==> config.mk <==
export PLATFORM = sky130hd
export DESIGN_NAME = cbst_core
export DESIGN_NICKNAME = d
export VERILOG_FILES = /design/src/pkg/cbst_pkg.sv /design/src/hw/cbst_core.sv
export VERILOG_INCLUDE_DIRS = /design/src /design/src/pkg
export SDC_FILE = /design/constraint.sdc
export NUM_CORES = 2
export LEC_CHECK = 0
export BUFFER_PORTS_ARGS = -buffer_cell sky130_fd_sc_hd__buf_4
export CAP_MARGIN = 20
export CORE_MARGIN = 2
export CORE_UTILIZATION = 55
export CTS_CLUSTER_SIZE = 20
export DETAILED_ROUTE_END_ITERATION = 6
export PLACE_DENSITY = 0.83
export SLEW_MARGIN = 5
export SYNTH_ARGS = -nofsm -noshare
export SYNTH_HDL_FRONTEND = slang
export SYNTH_SLANG_ARGS = --single-unit
==> constraint.sdc <==
create_clock -name pclk -period 9.5 [get_ports pclk]
set_clock_uncertainty 0.05 [all_clocks]
set_input_delay 1.9 -clock pclk [delete_from_list [all_inputs] [get_ports pclk]]
set_output_delay 1.9 -clock pclk [all_outputs]
set_load 0.05 [all_outputs]
==> src/pkg/cbst_cfg.svh <==
// constants of the counted branch and soft trap block: register
// offsets, control field positions, flag bits, reset values, pop sizes
// assumes inclusion by bare name from the design file and the testbench
`ifndef CBST_CFG_SVH
`define CBST_CFG_SVH

// register byte offsets, one aligned 32-bit word each
`define CBST_CTRL_OFS        12'h000
`define CBST_COUNT_LO_OFS    12'h004
`define CBST_COUNT_HI_OFS    12'h008
`define CBST_IP_LO_OFS       12'h00C
`define CBST_IP_HI_OFS       12'h010
`define CBST_DISP_OFS        12'h014
`define CBST_FLAGS_OFS       12'h018
`define CBST_VECTOR_OFS      12'h01C
`define CBST_BVAL_OFS        12'h020
`define CBST_BLO_OFS         12'h024
`define CBST_BHI_OFS         12'h028
`define CBST_STK_IP_LO_OFS   12'h02C
`define CBST_STK_IP_HI_OFS   12'h030
`define CBST_STK_FLAGS_OFS   12'h034
`define CBST_STATUS_OFS      12'h038
`define CBST_SAVED_IP_LO_OFS 12'h03C
`define CBST_SAVED_IP_HI_OFS 12'h040
`define CBST_SAVED_FLAGS_OFS 12'h044

// control word fields
`define CBST_CTRL_OP_LSB     0
`define CBST_CTRL_OP_MSB     3
`define CBST_CTRL_ASZ_BIT    4
`define CBST_CTRL_MODE_LSB   6
`define CBST_CTRL_MODE_MSB   7
`define CBST_CTRL_APFX_BIT   8
`define CBST_CTRL_OPS16_BIT  9
`define CBST_CTRL_CPL_LSB    10
`define CBST_CTRL_CPL_MSB    11
`define CBST_CTRL_RPL_LSB    12
`define CBST_CTRL_RPL_MSB    13

// flags word bits
`define CBST_ZERO_FLAG_BIT   0
`define CBST_OVF_FLAG_BIT    1

// reset values and handler return pop sizes
`define CBST_CTRL_RST        32'h0000_0000
`define CBST_REG_RST         32'h0000_0000
`define CBST_POP_BYTES_64    4'h8
`define CBST_POP_BYTES_32    4'h4

`endif

==> src/pkg/cbst_pkg.sv <==
// types of the counted branch and soft trap block
// assumes cbst_cfg.svh carries the numeric constants
package cbst_pkg;

    // operation codes held in the control word
    typedef enum logic [3:0] {
        CBST_OP_LOOP       = 4'h0,
        CBST_OP_WHILE_EQ   = 4'h1,
        CBST_OP_WHILE_NE   = 4'h2,
        CBST_OP_JUMP_ZERO  = 4'h3,
        CBST_OP_TRAP_VEC   = 4'h4,
        CBST_OP_TRAP_OVF   = 4'h5,
        CBST_OP_RANGE      = 4'h6,
        CBST_OP_HRET       = 4'h7
    } cbst_op_type;

    // processor operating mode
    typedef enum logic [1:0] {
        CBST_MODE_LEGACY = 2'h0,
        CBST_MODE_COMPAT = 2'h1,
        CBST_MODE_LONG   = 2'h2
    } cbst_mode_type;

    // effective address size
    typedef enum logic [1:0] {
        CBST_ASZ_16 = 2'h0,
        CBST_ASZ_32 = 2'h1,
        CBST_ASZ_64 = 2'h2
    } cbst_asz_type;

endpackage

==> src/hw/cbst_core.sv <==
// counted branch and soft trap execution control, with an APB register
// file; assumes an APB master on pclk and one operation per control write
//
// Local design decisions: the address map and register access over APB.
`timescale 1ns/100ps
`default_nettype none
`include "cbst_cfg.svh"

module cbst_core
    import cbst_pkg::*;
#(
    parameter logic [7:0] OVF_VECTOR   = 8'h01,
    parameter logic [7:0] RANGE_VECTOR = 8'h02
) (
    // clock and reset
    input  wire logic        pclk,
    input  wire logic        presetn,
    // apb slave
    input  wire logic        psel,
    input  wire logic        penable,
    input  wire logic        pwrite,
    input  wire logic [11:0] paddr,
    input  wire logic [31:0] pwdata,
    output logic      [31:0] prdata,
    output logic             pready,
    output logic             pslverr,
    // execution events
    output logic             op_done,
    output logic             trap_valid,
    output logic      [7:0]  trap_vector
);

    // software visible state
    logic [31:0] ctrl;
    logic [63:0] count;
    logic [63:0] ip;
    logic [31:0] disp;
    logic [31:0] flags;
    logic [7:0]  vec;
    logic [31:0] bval;
    logic [31:0] blo;
    logic [31:0] bhi;
    logic [63:0] stk_ip;
    logic [31:0] stk_flags;
    logic [63:0] saved_ip;
    logic [31:0] saved_flags;
    // result state
    logic        exec;
    logic        taken;
    logic        invalid;
    logic        pop_pair;
    logic [3:0]  pop_bytes;
    logic [7:0]  last_vec;
    logic        last_trap;
    // decode and next values
    cbst_op_type   op;
    cbst_mode_type mode;
    cbst_asz_type  asz;
    logic          wr;
    logic          mapped;
    logic [31:0]   rd_val;
    logic [63:0]   cnt_view;
    logic [63:0]   dec;
    logic          dec_zero;
    logic          cnt_zero;
    logic [63:0]   target;
    logic [63:0]   next_count;
    logic [63:0]   next_ip;
    logic [31:0]   next_flags;
    logic          next_taken;
    logic          next_trap;
    logic [7:0]    next_vec;
    logic          next_invalid;
    logic          next_pop_pair;
    logic [3:0]    next_pop_bytes;

    assign op   = cbst_op_type'(ctrl[`CBST_CTRL_OP_MSB:`CBST_CTRL_OP_LSB]);
    assign mode = cbst_mode_type'(ctrl[`CBST_CTRL_MODE_MSB:`CBST_CTRL_MODE_LSB]);
    assign wr   = psel & penable & pwrite;

    // pointer truncation: full width in 64-bit mode regardless of prefix
    function automatic logic [63:0] trunc_ip(input logic [63:0] v,
                                             input logic        long_m,
                                             input logic        ops16);
        logic [63:0] r;
        r = v;
        if (long_m) begin
            r = v;
        end else if (ops16) begin
            r = {48'h0, v[15:0]};
        end else begin
            r = {32'h0, v[31:0]};
        end
        return r;
    endfunction

    // effective address size: 64 by default in 64-bit mode, prefix gives 32
    always_comb begin
        if (mode == CBST_MODE_LONG) begin
            asz = ctrl[`CBST_CTRL_APFX_BIT] ? CBST_ASZ_32 : CBST_ASZ_64;
        end else begin
            asz = ctrl[`CBST_CTRL_ASZ_BIT] ? CBST_ASZ_32 : CBST_ASZ_16;
        end
    end

    // count view, decrement and zero tests at the chosen width
    always_comb begin
        unique case (asz)
            CBST_ASZ_16: cnt_view = {48'h0, count[15:0]};
            CBST_ASZ_32: cnt_view = {32'h0, count[31:0]};
            default:     cnt_view = count;
        endcase
        dec = cnt_view - 64'h1;
        unique case (asz)
            CBST_ASZ_16: dec_zero = (dec[15:0] == 16'h0);
            CBST_ASZ_32: dec_zero = (dec[31:0] == 32'h0);
            default:     dec_zero = (dec == 64'h0);
        endcase
        cnt_zero = (cnt_view == 64'h0);
        // only 32 displacement bits exist, sign-extended into the pointer
        target = ip + {{32{disp[31]}}, disp};
    end

    // execution of the latched operation
    always_comb begin
        next_count     = count;
        next_ip        = ip;
        next_flags     = flags;
        next_taken     = 1'b0;
        next_trap      = 1'b0;
        next_vec       = last_vec;
        next_invalid   = 1'b0;
        next_pop_pair  = 1'b0;
        next_pop_bytes = 4'h0;
        unique case (op)
            CBST_OP_LOOP, CBST_OP_WHILE_EQ, CBST_OP_WHILE_NE: begin
                // upper bits kept under 16-bit size, cleared under 32
                unique case (asz)
                    CBST_ASZ_16: next_count = {count[63:16], dec[15:0]};
                    CBST_ASZ_32: next_count = {32'h0, dec[31:0]};
                    default:     next_count = dec;
                endcase
                if (op == CBST_OP_LOOP) begin
                    next_taken = !dec_zero;
                end else if (op == CBST_OP_WHILE_EQ) begin
                    next_taken = !dec_zero && flags[`CBST_ZERO_FLAG_BIT];
                end else begin
                    next_taken = !dec_zero && !flags[`CBST_ZERO_FLAG_BIT];
                end
            end
            CBST_OP_JUMP_ZERO: begin
                next_taken = cnt_zero;
            end
            CBST_OP_TRAP_VEC: begin
                next_trap = 1'b1;
                next_vec  = vec;
            end
            CBST_OP_TRAP_OVF: begin
                next_trap = flags[`CBST_OVF_FLAG_BIT];
                next_vec  = flags[`CBST_OVF_FLAG_BIT] ? OVF_VECTOR : last_vec;
            end
            CBST_OP_RANGE: begin
                if (mode == CBST_MODE_LONG) begin
                    next_invalid = 1'b1;
                end else if (($signed(bval) < $signed(blo)) ||
                             ($signed(bval) > $signed(bhi))) begin
                    next_trap = 1'b1;
                    next_vec  = RANGE_VECTOR;
                end
            end
            CBST_OP_HRET: begin
                next_ip    = trunc_ip(stk_ip, mode == CBST_MODE_LONG,
                                      ctrl[`CBST_CTRL_OPS16_BIT]);
                next_flags = stk_flags;
                if (mode == CBST_MODE_LONG) begin
                    next_pop_bytes = `CBST_POP_BYTES_64;
                    next_pop_pair  = 1'b1;
                end else begin
                    next_pop_bytes = `CBST_POP_BYTES_32;
                    next_pop_pair  = ctrl[`CBST_CTRL_CPL_MSB:`CBST_CTRL_CPL_LSB] !=
                                     ctrl[`CBST_CTRL_RPL_MSB:`CBST_CTRL_RPL_LSB];
                end
            end
            default: begin
                next_invalid = 1'b1;
            end
        endcase
        if (next_taken) begin
            next_ip = trunc_ip(target, mode == CBST_MODE_LONG,
                               ctrl[`CBST_CTRL_OPS16_BIT]);
        end
    end

    // control word; a write launches execution on the following edge
    always_ff @(posedge pclk or negedge presetn) begin
        if (!presetn) begin
            ctrl <= `CBST_CTRL_RST;
            exec <= 1'b0;
        end else begin
            exec <= wr && (paddr == `CBST_CTRL_OFS);
            if (wr && (paddr == `CBST_CTRL_OFS)) begin
                ctrl <= pwdata;
            end
        end
    end

    // count register: software writes and loop updates never share an edge
    always_ff @(posedge pclk or negedge presetn) begin
        if (!presetn) begin
            count <= {2{`CBST_REG_RST}};
        end else if (wr && (paddr == `CBST_COUNT_LO_OFS)) begin
            count[31:0] <= pwdata;
        end else if (wr && (paddr == `CBST_COUNT_HI_OFS)) begin
            count[63:32] <= pwdata;
        end else if (exec) begin
            count <= next_count;
        end
    end

    // instruction pointer, already pointing past the current instruction
    always_ff @(posedge pclk or negedge presetn) begin
        if (!presetn) begin
            ip <= {2{`CBST_REG_RST}};
        end else if (wr && (paddr == `CBST_IP_LO_OFS)) begin
            ip[31:0] <= pwdata;
        end else if (wr && (paddr == `CBST_IP_HI_OFS)) begin
            ip[63:32] <= pwdata;
        end else if (exec) begin
            ip <= next_ip;
        end
    end

    // flags word: besides software writes, only the handler return changes it
    always_ff @(posedge pclk or negedge presetn) begin
        if (!presetn) begin
            flags <= `CBST_REG_RST;
        end else if (wr && (paddr == `CBST_FLAGS_OFS)) begin
            flags <= pwdata;
        end else if (exec) begin
            flags <= next_flags;
        end
    end

    // plain operand registers
    always_ff @(posedge pclk or negedge presetn) begin
        if (!presetn) begin
            disp      <= `CBST_REG_RST;
            vec       <= 8'h00;
            bval      <= `CBST_REG_RST;
            blo       <= `CBST_REG_RST;
            bhi       <= `CBST_REG_RST;
            stk_ip    <= {2{`CBST_REG_RST}};
            stk_flags <= `CBST_REG_RST;
        end else if (wr) begin
            unique case (paddr)
                `CBST_DISP_OFS:      disp         <= pwdata;
                `CBST_VECTOR_OFS:    vec          <= pwdata[7:0];
                `CBST_BVAL_OFS:      bval         <= pwdata;
                `CBST_BLO_OFS:       blo          <= pwdata;
                `CBST_BHI_OFS:       bhi          <= pwdata;
                `CBST_STK_IP_LO_OFS: stk_ip[31:0] <= pwdata;
                `CBST_STK_IP_HI_OFS: stk_ip[63:32] <= pwdata;
                `CBST_STK_FLAGS_OFS: stk_flags    <= pwdata;
                default: begin
                end
            endcase
        end
    end

    // trap service: return pointer and flags are saved as one frame
    always_ff @(posedge pclk or negedge presetn) begin
        if (!presetn) begin
            saved_ip    <= {2{`CBST_REG_RST}};
            saved_flags <= `CBST_REG_RST;
        end else if (exec && next_trap) begin
            saved_ip    <= ip;
            saved_flags <= flags;
        end
    end

    // result status and event outputs
    always_ff @(posedge pclk or negedge presetn) begin
        if (!presetn) begin
            taken      <= 1'b0;
            invalid    <= 1'b0;
            pop_pair   <= 1'b0;
            pop_bytes  <= 4'h0;
            last_vec   <= 8'h00;
            last_trap  <= 1'b0;
            op_done    <= 1'b0;
            trap_valid <= 1'b0;
        end else begin
            op_done    <= exec;
            trap_valid <= exec && next_trap;
            if (exec) begin
                taken     <= next_taken;
                invalid   <= next_invalid;
                pop_pair  <= next_pop_pair;
                pop_bytes <= next_pop_bytes;
                last_vec  <= next_vec;
                last_trap <= next_trap;
            end
        end
    end
    assign trap_vector = last_vec;

    // read mux; unmapped addresses read zero and flag an error
    always_comb begin
        mapped = 1'b1;
        rd_val = 32'h0;
        unique case (paddr)
            `CBST_CTRL_OFS:        rd_val = ctrl;
            `CBST_COUNT_LO_OFS:    rd_val = count[31:0];
            `CBST_COUNT_HI_OFS:    rd_val = count[63:32];
            `CBST_IP_LO_OFS:       rd_val = ip[31:0];
            `CBST_IP_HI_OFS:       rd_val = ip[63:32];
            `CBST_DISP_OFS:        rd_val = disp;
            `CBST_FLAGS_OFS:       rd_val = flags;
            `CBST_VECTOR_OFS:      rd_val = {24'h0, vec};
            `CBST_BVAL_OFS:        rd_val = bval;
            `CBST_BLO_OFS:         rd_val = blo;
            `CBST_BHI_OFS:         rd_val = bhi;
            `CBST_STK_IP_LO_OFS:   rd_val = stk_ip[31:0];
            `CBST_STK_IP_HI_OFS:   rd_val = stk_ip[63:32];
            `CBST_STK_FLAGS_OFS:   rd_val = stk_flags;
            `CBST_STATUS_OFS:      rd_val = {14'h0, asz, last_vec, pop_bytes,
                                             pop_pair, invalid, last_trap, taken};
            `CBST_SAVED_IP_LO_OFS: rd_val = saved_ip[31:0];
            `CBST_SAVED_IP_HI_OFS: rd_val = saved_ip[63:32];
            `CBST_SAVED_FLAGS_OFS: rd_val = saved_flags;
            default:               mapped = 1'b0;
        endcase
    end

    // read data is captured in the setup cycle so it comes from a flop
    always_ff @(posedge pclk or negedge presetn) begin
        if (!presetn) begin
            prdata <= 32'h0;
        end else if (psel && !penable) begin
            prdata <= rd_val;
        end
    end
    assign pready  = 1'b1;
    assign pslverr = psel & penable & !mapped;
endmodule
`default_nettype wire

==> impl_results.md <==
- Violations in the final reports: DRC
- Resized Gates After CTS: 0
- GRT overflow: 0
- Worst Path Class, Setup: primary input to output pin
- Crit path arrival time: 4050 ps
- Synth warnings: 0
- Average wire per cell in the routed design: 29.7 µm
- Number of nets at the end of the flow: 3615
- Part of the total power dissipated in combinational logic: 5.1%
- Total core area: 60600 µm²
- Fraction of final layout cells with drive strength greater than 1: 17.6%
- Fmax: 167 MHz
- Total power density per cell area: 137 nW/µm²
- EDFF count, synth: 0
- Post-detailed-route via-to-cell ratio: 7.34
- Pin count of the biggest net entering global routing: 164
- Clk slew on worst S/H paths: 60 ps
- Status: complete, but fails checks
- Row cnt: 90
- Type of the worst min-delay path: flop to flop
- Share of flip-flops with an asynchronous set or reset after synthesis: 100%
- Number of hold buffers added after CTS: 0
- Area of the mapped netlist: 33800 µm²
- Total number of vias: 31293
- CTS buffer count: 56
- TritonCTS clock tree: done
- Sum of net half-perimeters after detailed placement: 87.5 mm
- Required time of the critical path: 7550 ps
- Violation count after the first detailed-route iteration: 5458
- Relative contribution of the clock network to total power: 46.3%
- Bufs on Longest Clock Path: 3
- Buffers inserted during post-CTS setup optimization: 0
- Prevailing post-synth register cell: sky130_fd_sc_hd__dfrtp_1
- IO Pins: 93
- Maximum fanout along the worst path: 34
- Wire length reported by the detailed router: 127 mm
- Number of antenna violations at the first check in global routing: 4
- Chip Width: 252 µm
- Final std cell area, no fill: 36900 µm²
- Maxcap violations: 0
- First-pass GRT wire length: 189 mm
- Post-route fraction of the period consumed by the critical path: 63.2%
- Netlist cell types: 93
- Dpl cell area: 35000 µm²
- Synth Area per Inst: 9.64 µm²
- Clock Sinks: 569
- Cell taking the most area after synthesis: sky130_fd_sc_hd__dfrtp_1
- Residual DRC: 12
- Slew at the pin with the worst max-slew slack: 1190 ps
- Aggregate global-route resource usage: 39.4%
- Pint: 3.85 mW
- Final estimated routing congestion in global placement: 1.02
- Critical Path End Type: output pin
- Net Sw Frac: 24.0%
- Worst slew margin relative to its limit: 20.3%
- Final Hold Viols: 0
- Die Span Y: 252 µm
- H-tree levels: 2
- Synthesized netlist net count: 3684
- Post-detailed-route count of antenna-violating nets: 0
- Count of final setup violators: 0
- Clock latency at the later pin of the worst-skew pair: 650 ps
- Vias in the first global route: 30012
- Number of cells produced by synthesis: 3506
- Clock root buffer: sky130_fd_sc_hd__clkbuf_16
- Standby leakage power: 17.5 nW
- Flip-flop and latch count after synthesis: 569
- Sequential cell fraction of total power: 48.6%
- Final Max Tran Viols: 0
- Net switching power of the design: 1.22 mW
- Layout area overhead: 9.26%
- Final Critical Period: 6000 ps
- Final sum of negative setup slack: 0 ps
- Die ar.: 63500 µm²
- Startpoint class of the critical path: primary input
- Post-synthesis sequential area ratio: 42.1%
- Count of input and output buffers: 91
- Length of the first detailed-routing pass in iterations: 7
- Unrepaired setup endpoints after global routing: no
- Reg2Reg Setup Slack: 3540 ps
- Fraction of post-synthesis cell area in the top cell type by area: 42.1%
- Peak supply drop: 147 µV
- Starting utilization of the core area: 55.8%
- Cells taking the most area after synthesis: sky130_fd_sc_hd__dfrtp_1 42%, sky130_fd_sc_hd__mux2_2 10%, sky130_fd_sc_hd__ha_1 4.7%, sky130_fd_sc_hd__a21oi_1 3.3%, sky130_fd_sc_hd__o21ai_0 3.1%
==> state kept, by name (all words and copies together), names as in the netlist, 64 cells and up <==
name and flops:
count 64, ip 64, saved_ip 64, stk_ip 64
==> synthesized netlist by cell type (all sizes together) (7+ instances only) <==
cell type / n
nand3: 75
xnor2: 65
a21boi: 11
a22oi: 94
or3: 14
a21o: 68
or2: 11
nor4b: 10
a211oi: 18
clkbuf: 224
nand2b: 19
nand4: 61
a221oi: 67
a32oi: 10
o31ai: 20
a2111oi: 7
nor3: 107
o22a: 24
o211ai: 23
buf: 49
nor2: 225
xor2: 30
and3: 14
a21oi: 223
mux2: 305
ha: 128
nor2b: 15
nor4: 37
o21ai: 216
a222oi: 29
dfrtp: 569
o21bai: 14
a41oi: 9
a31o: 9
a31oi: 59
o221ai: 19
mux2i: 63
o21a: 22
nand2: 273
a22o: 60
or4: 13
inv: 118
and2: 7
==> worst paths after layout <==
kind | startpoint | endpoint | depth (start not counted)
max | paddr[9] | pslverr | 10
min | prdata[5]$_DFFE_PN0P_ | prdata[5]$_DFFE_PN0P_ | 1
max reg2reg | ctrl[6]$_DFFE_PN0P_ | ip[10]$_DFFE_PN0P_ | 14
min reg2reg | prdata[5]$_DFFE_PN0P_ | prdata[5]$_DFFE_PN0P_ | 1
max in group asynchronous | presetn | disp[26]$_DFFE_PN0P_ | 3
min in group asynchronous | presetn | stk_ip[34]$_DFFE_PN0P_ | 1
==> layout make-up <==
| class | instances | area [µm²] |
|---|---|---|
| sequential | 569 | 14200 |
| tap | 782 | 978 |
| clock buffer | 86 | 1690 |
| fill | 4874 | 23600 |
| inverter | 118 | 443 |
| antenna | 1 | 2.50 |
| clock inverter | 16 | 216 |
| timing repair buffer | 146 | 1130 |
| multi-input combinational | 2546 | 18200 |
==> kinds of logic (layout without fill, tap and decap cells) <==
family / count (synthesis) / count (layout) / synth area share, %
AOI/OAI and AO/OA: 1047 / 1047 / 21.0
and+or+nand+nor: 906 / 906 / 13.1
DFF: 569 / 569 / 42.1
buffers and inverters: 391 / 366 / 4.47
muxes: 368 / 368 / 12.0
adders and majority gates: 129 / 129 / 4.80
xor gates and xnor gates: 95 / 95 / 2.46
other: 1 / 2 / 0.0111
==> cells in the final DEF, fill, tap and decap left out, types with 24 or more instances in the layout <==
cell type | Yosys | layout
sky130_fd_sc_hd__clkbuf_16 | 0 | 57
sky130_fd_sc_hd__a22o_1 | 60 | 60
sky130_fd_sc_hd__dfrtp_1 | 569 | 569
sky130_fd_sc_hd__buf_4 | 2 | 143
sky130_fd_sc_hd__a22oi_1 | 94 | 93
sky130_fd_sc_hd__o21ai_0 | 212 | 212
sky130_fd_sc_hd__o22a_1 | 24 | 24
sky130_fd_sc_hd__inv_1 | 118 | 118
sky130_fd_sc_hd__xnor2_1 | 65 | 65
sky130_fd_sc_hd__nor2_1 | 225 | 206
sky130_fd_sc_hd__a31oi_1 | 58 | 58
sky130_fd_sc_hd__a222oi_1 | 29 | 29
sky130_fd_sc_hd__xor2_1 | 30 | 30
sky130_fd_sc_hd__a21o_1 | 68 | 68
sky130_fd_sc_hd__a21oi_1 | 223 | 221
sky130_fd_sc_hd__nand4_1 | 61 | 61
sky130_fd_sc_hd__mux2_2 | 299 | 299
sky130_fd_sc_hd__a221oi_1 | 67 | 67
sky130_fd_sc_hd__nand2_1 | 273 | 270
sky130_fd_sc_hd__ha_1 | 128 | 128
sky130_fd_sc_hd__nand3_1 | 73 | 73
sky130_fd_sc_hd__nor4_1 | 32 | 32
sky130_fd_sc_hd__mux2i_1 | 63 | 63
sky130_fd_sc_hd__nor3_1 | 103 | 95
==> critical path: stages <==
cell	delay [ps]
sky130_fd_sc_hd__buf_4	110
sky130_fd_sc_hd__nor2_1	130
sky130_fd_sc_hd__nand3_1	120
sky130_fd_sc_hd__or3_1	540
sky130_fd_sc_hd__nor2_2	180
sky130_fd_sc_hd__buf_4	530
sky130_fd_sc_hd__nor4_1	140
sky130_fd_sc_hd__nand2_1	100
sky130_fd_sc_hd__nor4_1	60
sky130_fd_sc_hd__buf_4	220
==> metrics by stage <==
stage                     hold WS [ps]  instances  total power, mW  util, %  setup WS, ps
after floorplan                    322       3506             2.61        -          2860
after global placement             413       4161             2.75     57.8          3520
after detailed placement           421       4161             2.76     57.8          3530
after CTS                          436       4263             5.06     61.0          3530
after global routing               461       4263             5.17     61.0          3350
final                              430       4264             5.07     61.0          3500
==> power by group through the flow <==
stage | Clock (mW) | Sequential (mW) | Combinational [mW]
after floorplan | 0 | 2.55 | 0.0631
after global routing | 2.44 | 2.46 | 0.270
after CTS | 2.34 | 2.46 | 0.253
final | 2.35 | 2.46 | 0.258
after detailed placement | 0 | 2.50 | 0.252
after global placement | 0 | 2.50 | 0.249
==> routing by layer <==
| metal | vias up | global-route usage, % | wire [µm] |
|---|---|---|---|
| met5 | - | 0 | 28 |
| met4 | 4 | 20.2 | 7970 |
| met3 | 593 | 15.3 | 21200 |
| met2 | 2749 | 56.5 | 52300 |
| met1 | 15029 | 51.6 | 45100 |
| li1 | 12918 | - | - |
Note: power is estimated with default switching activity, not from simulation.
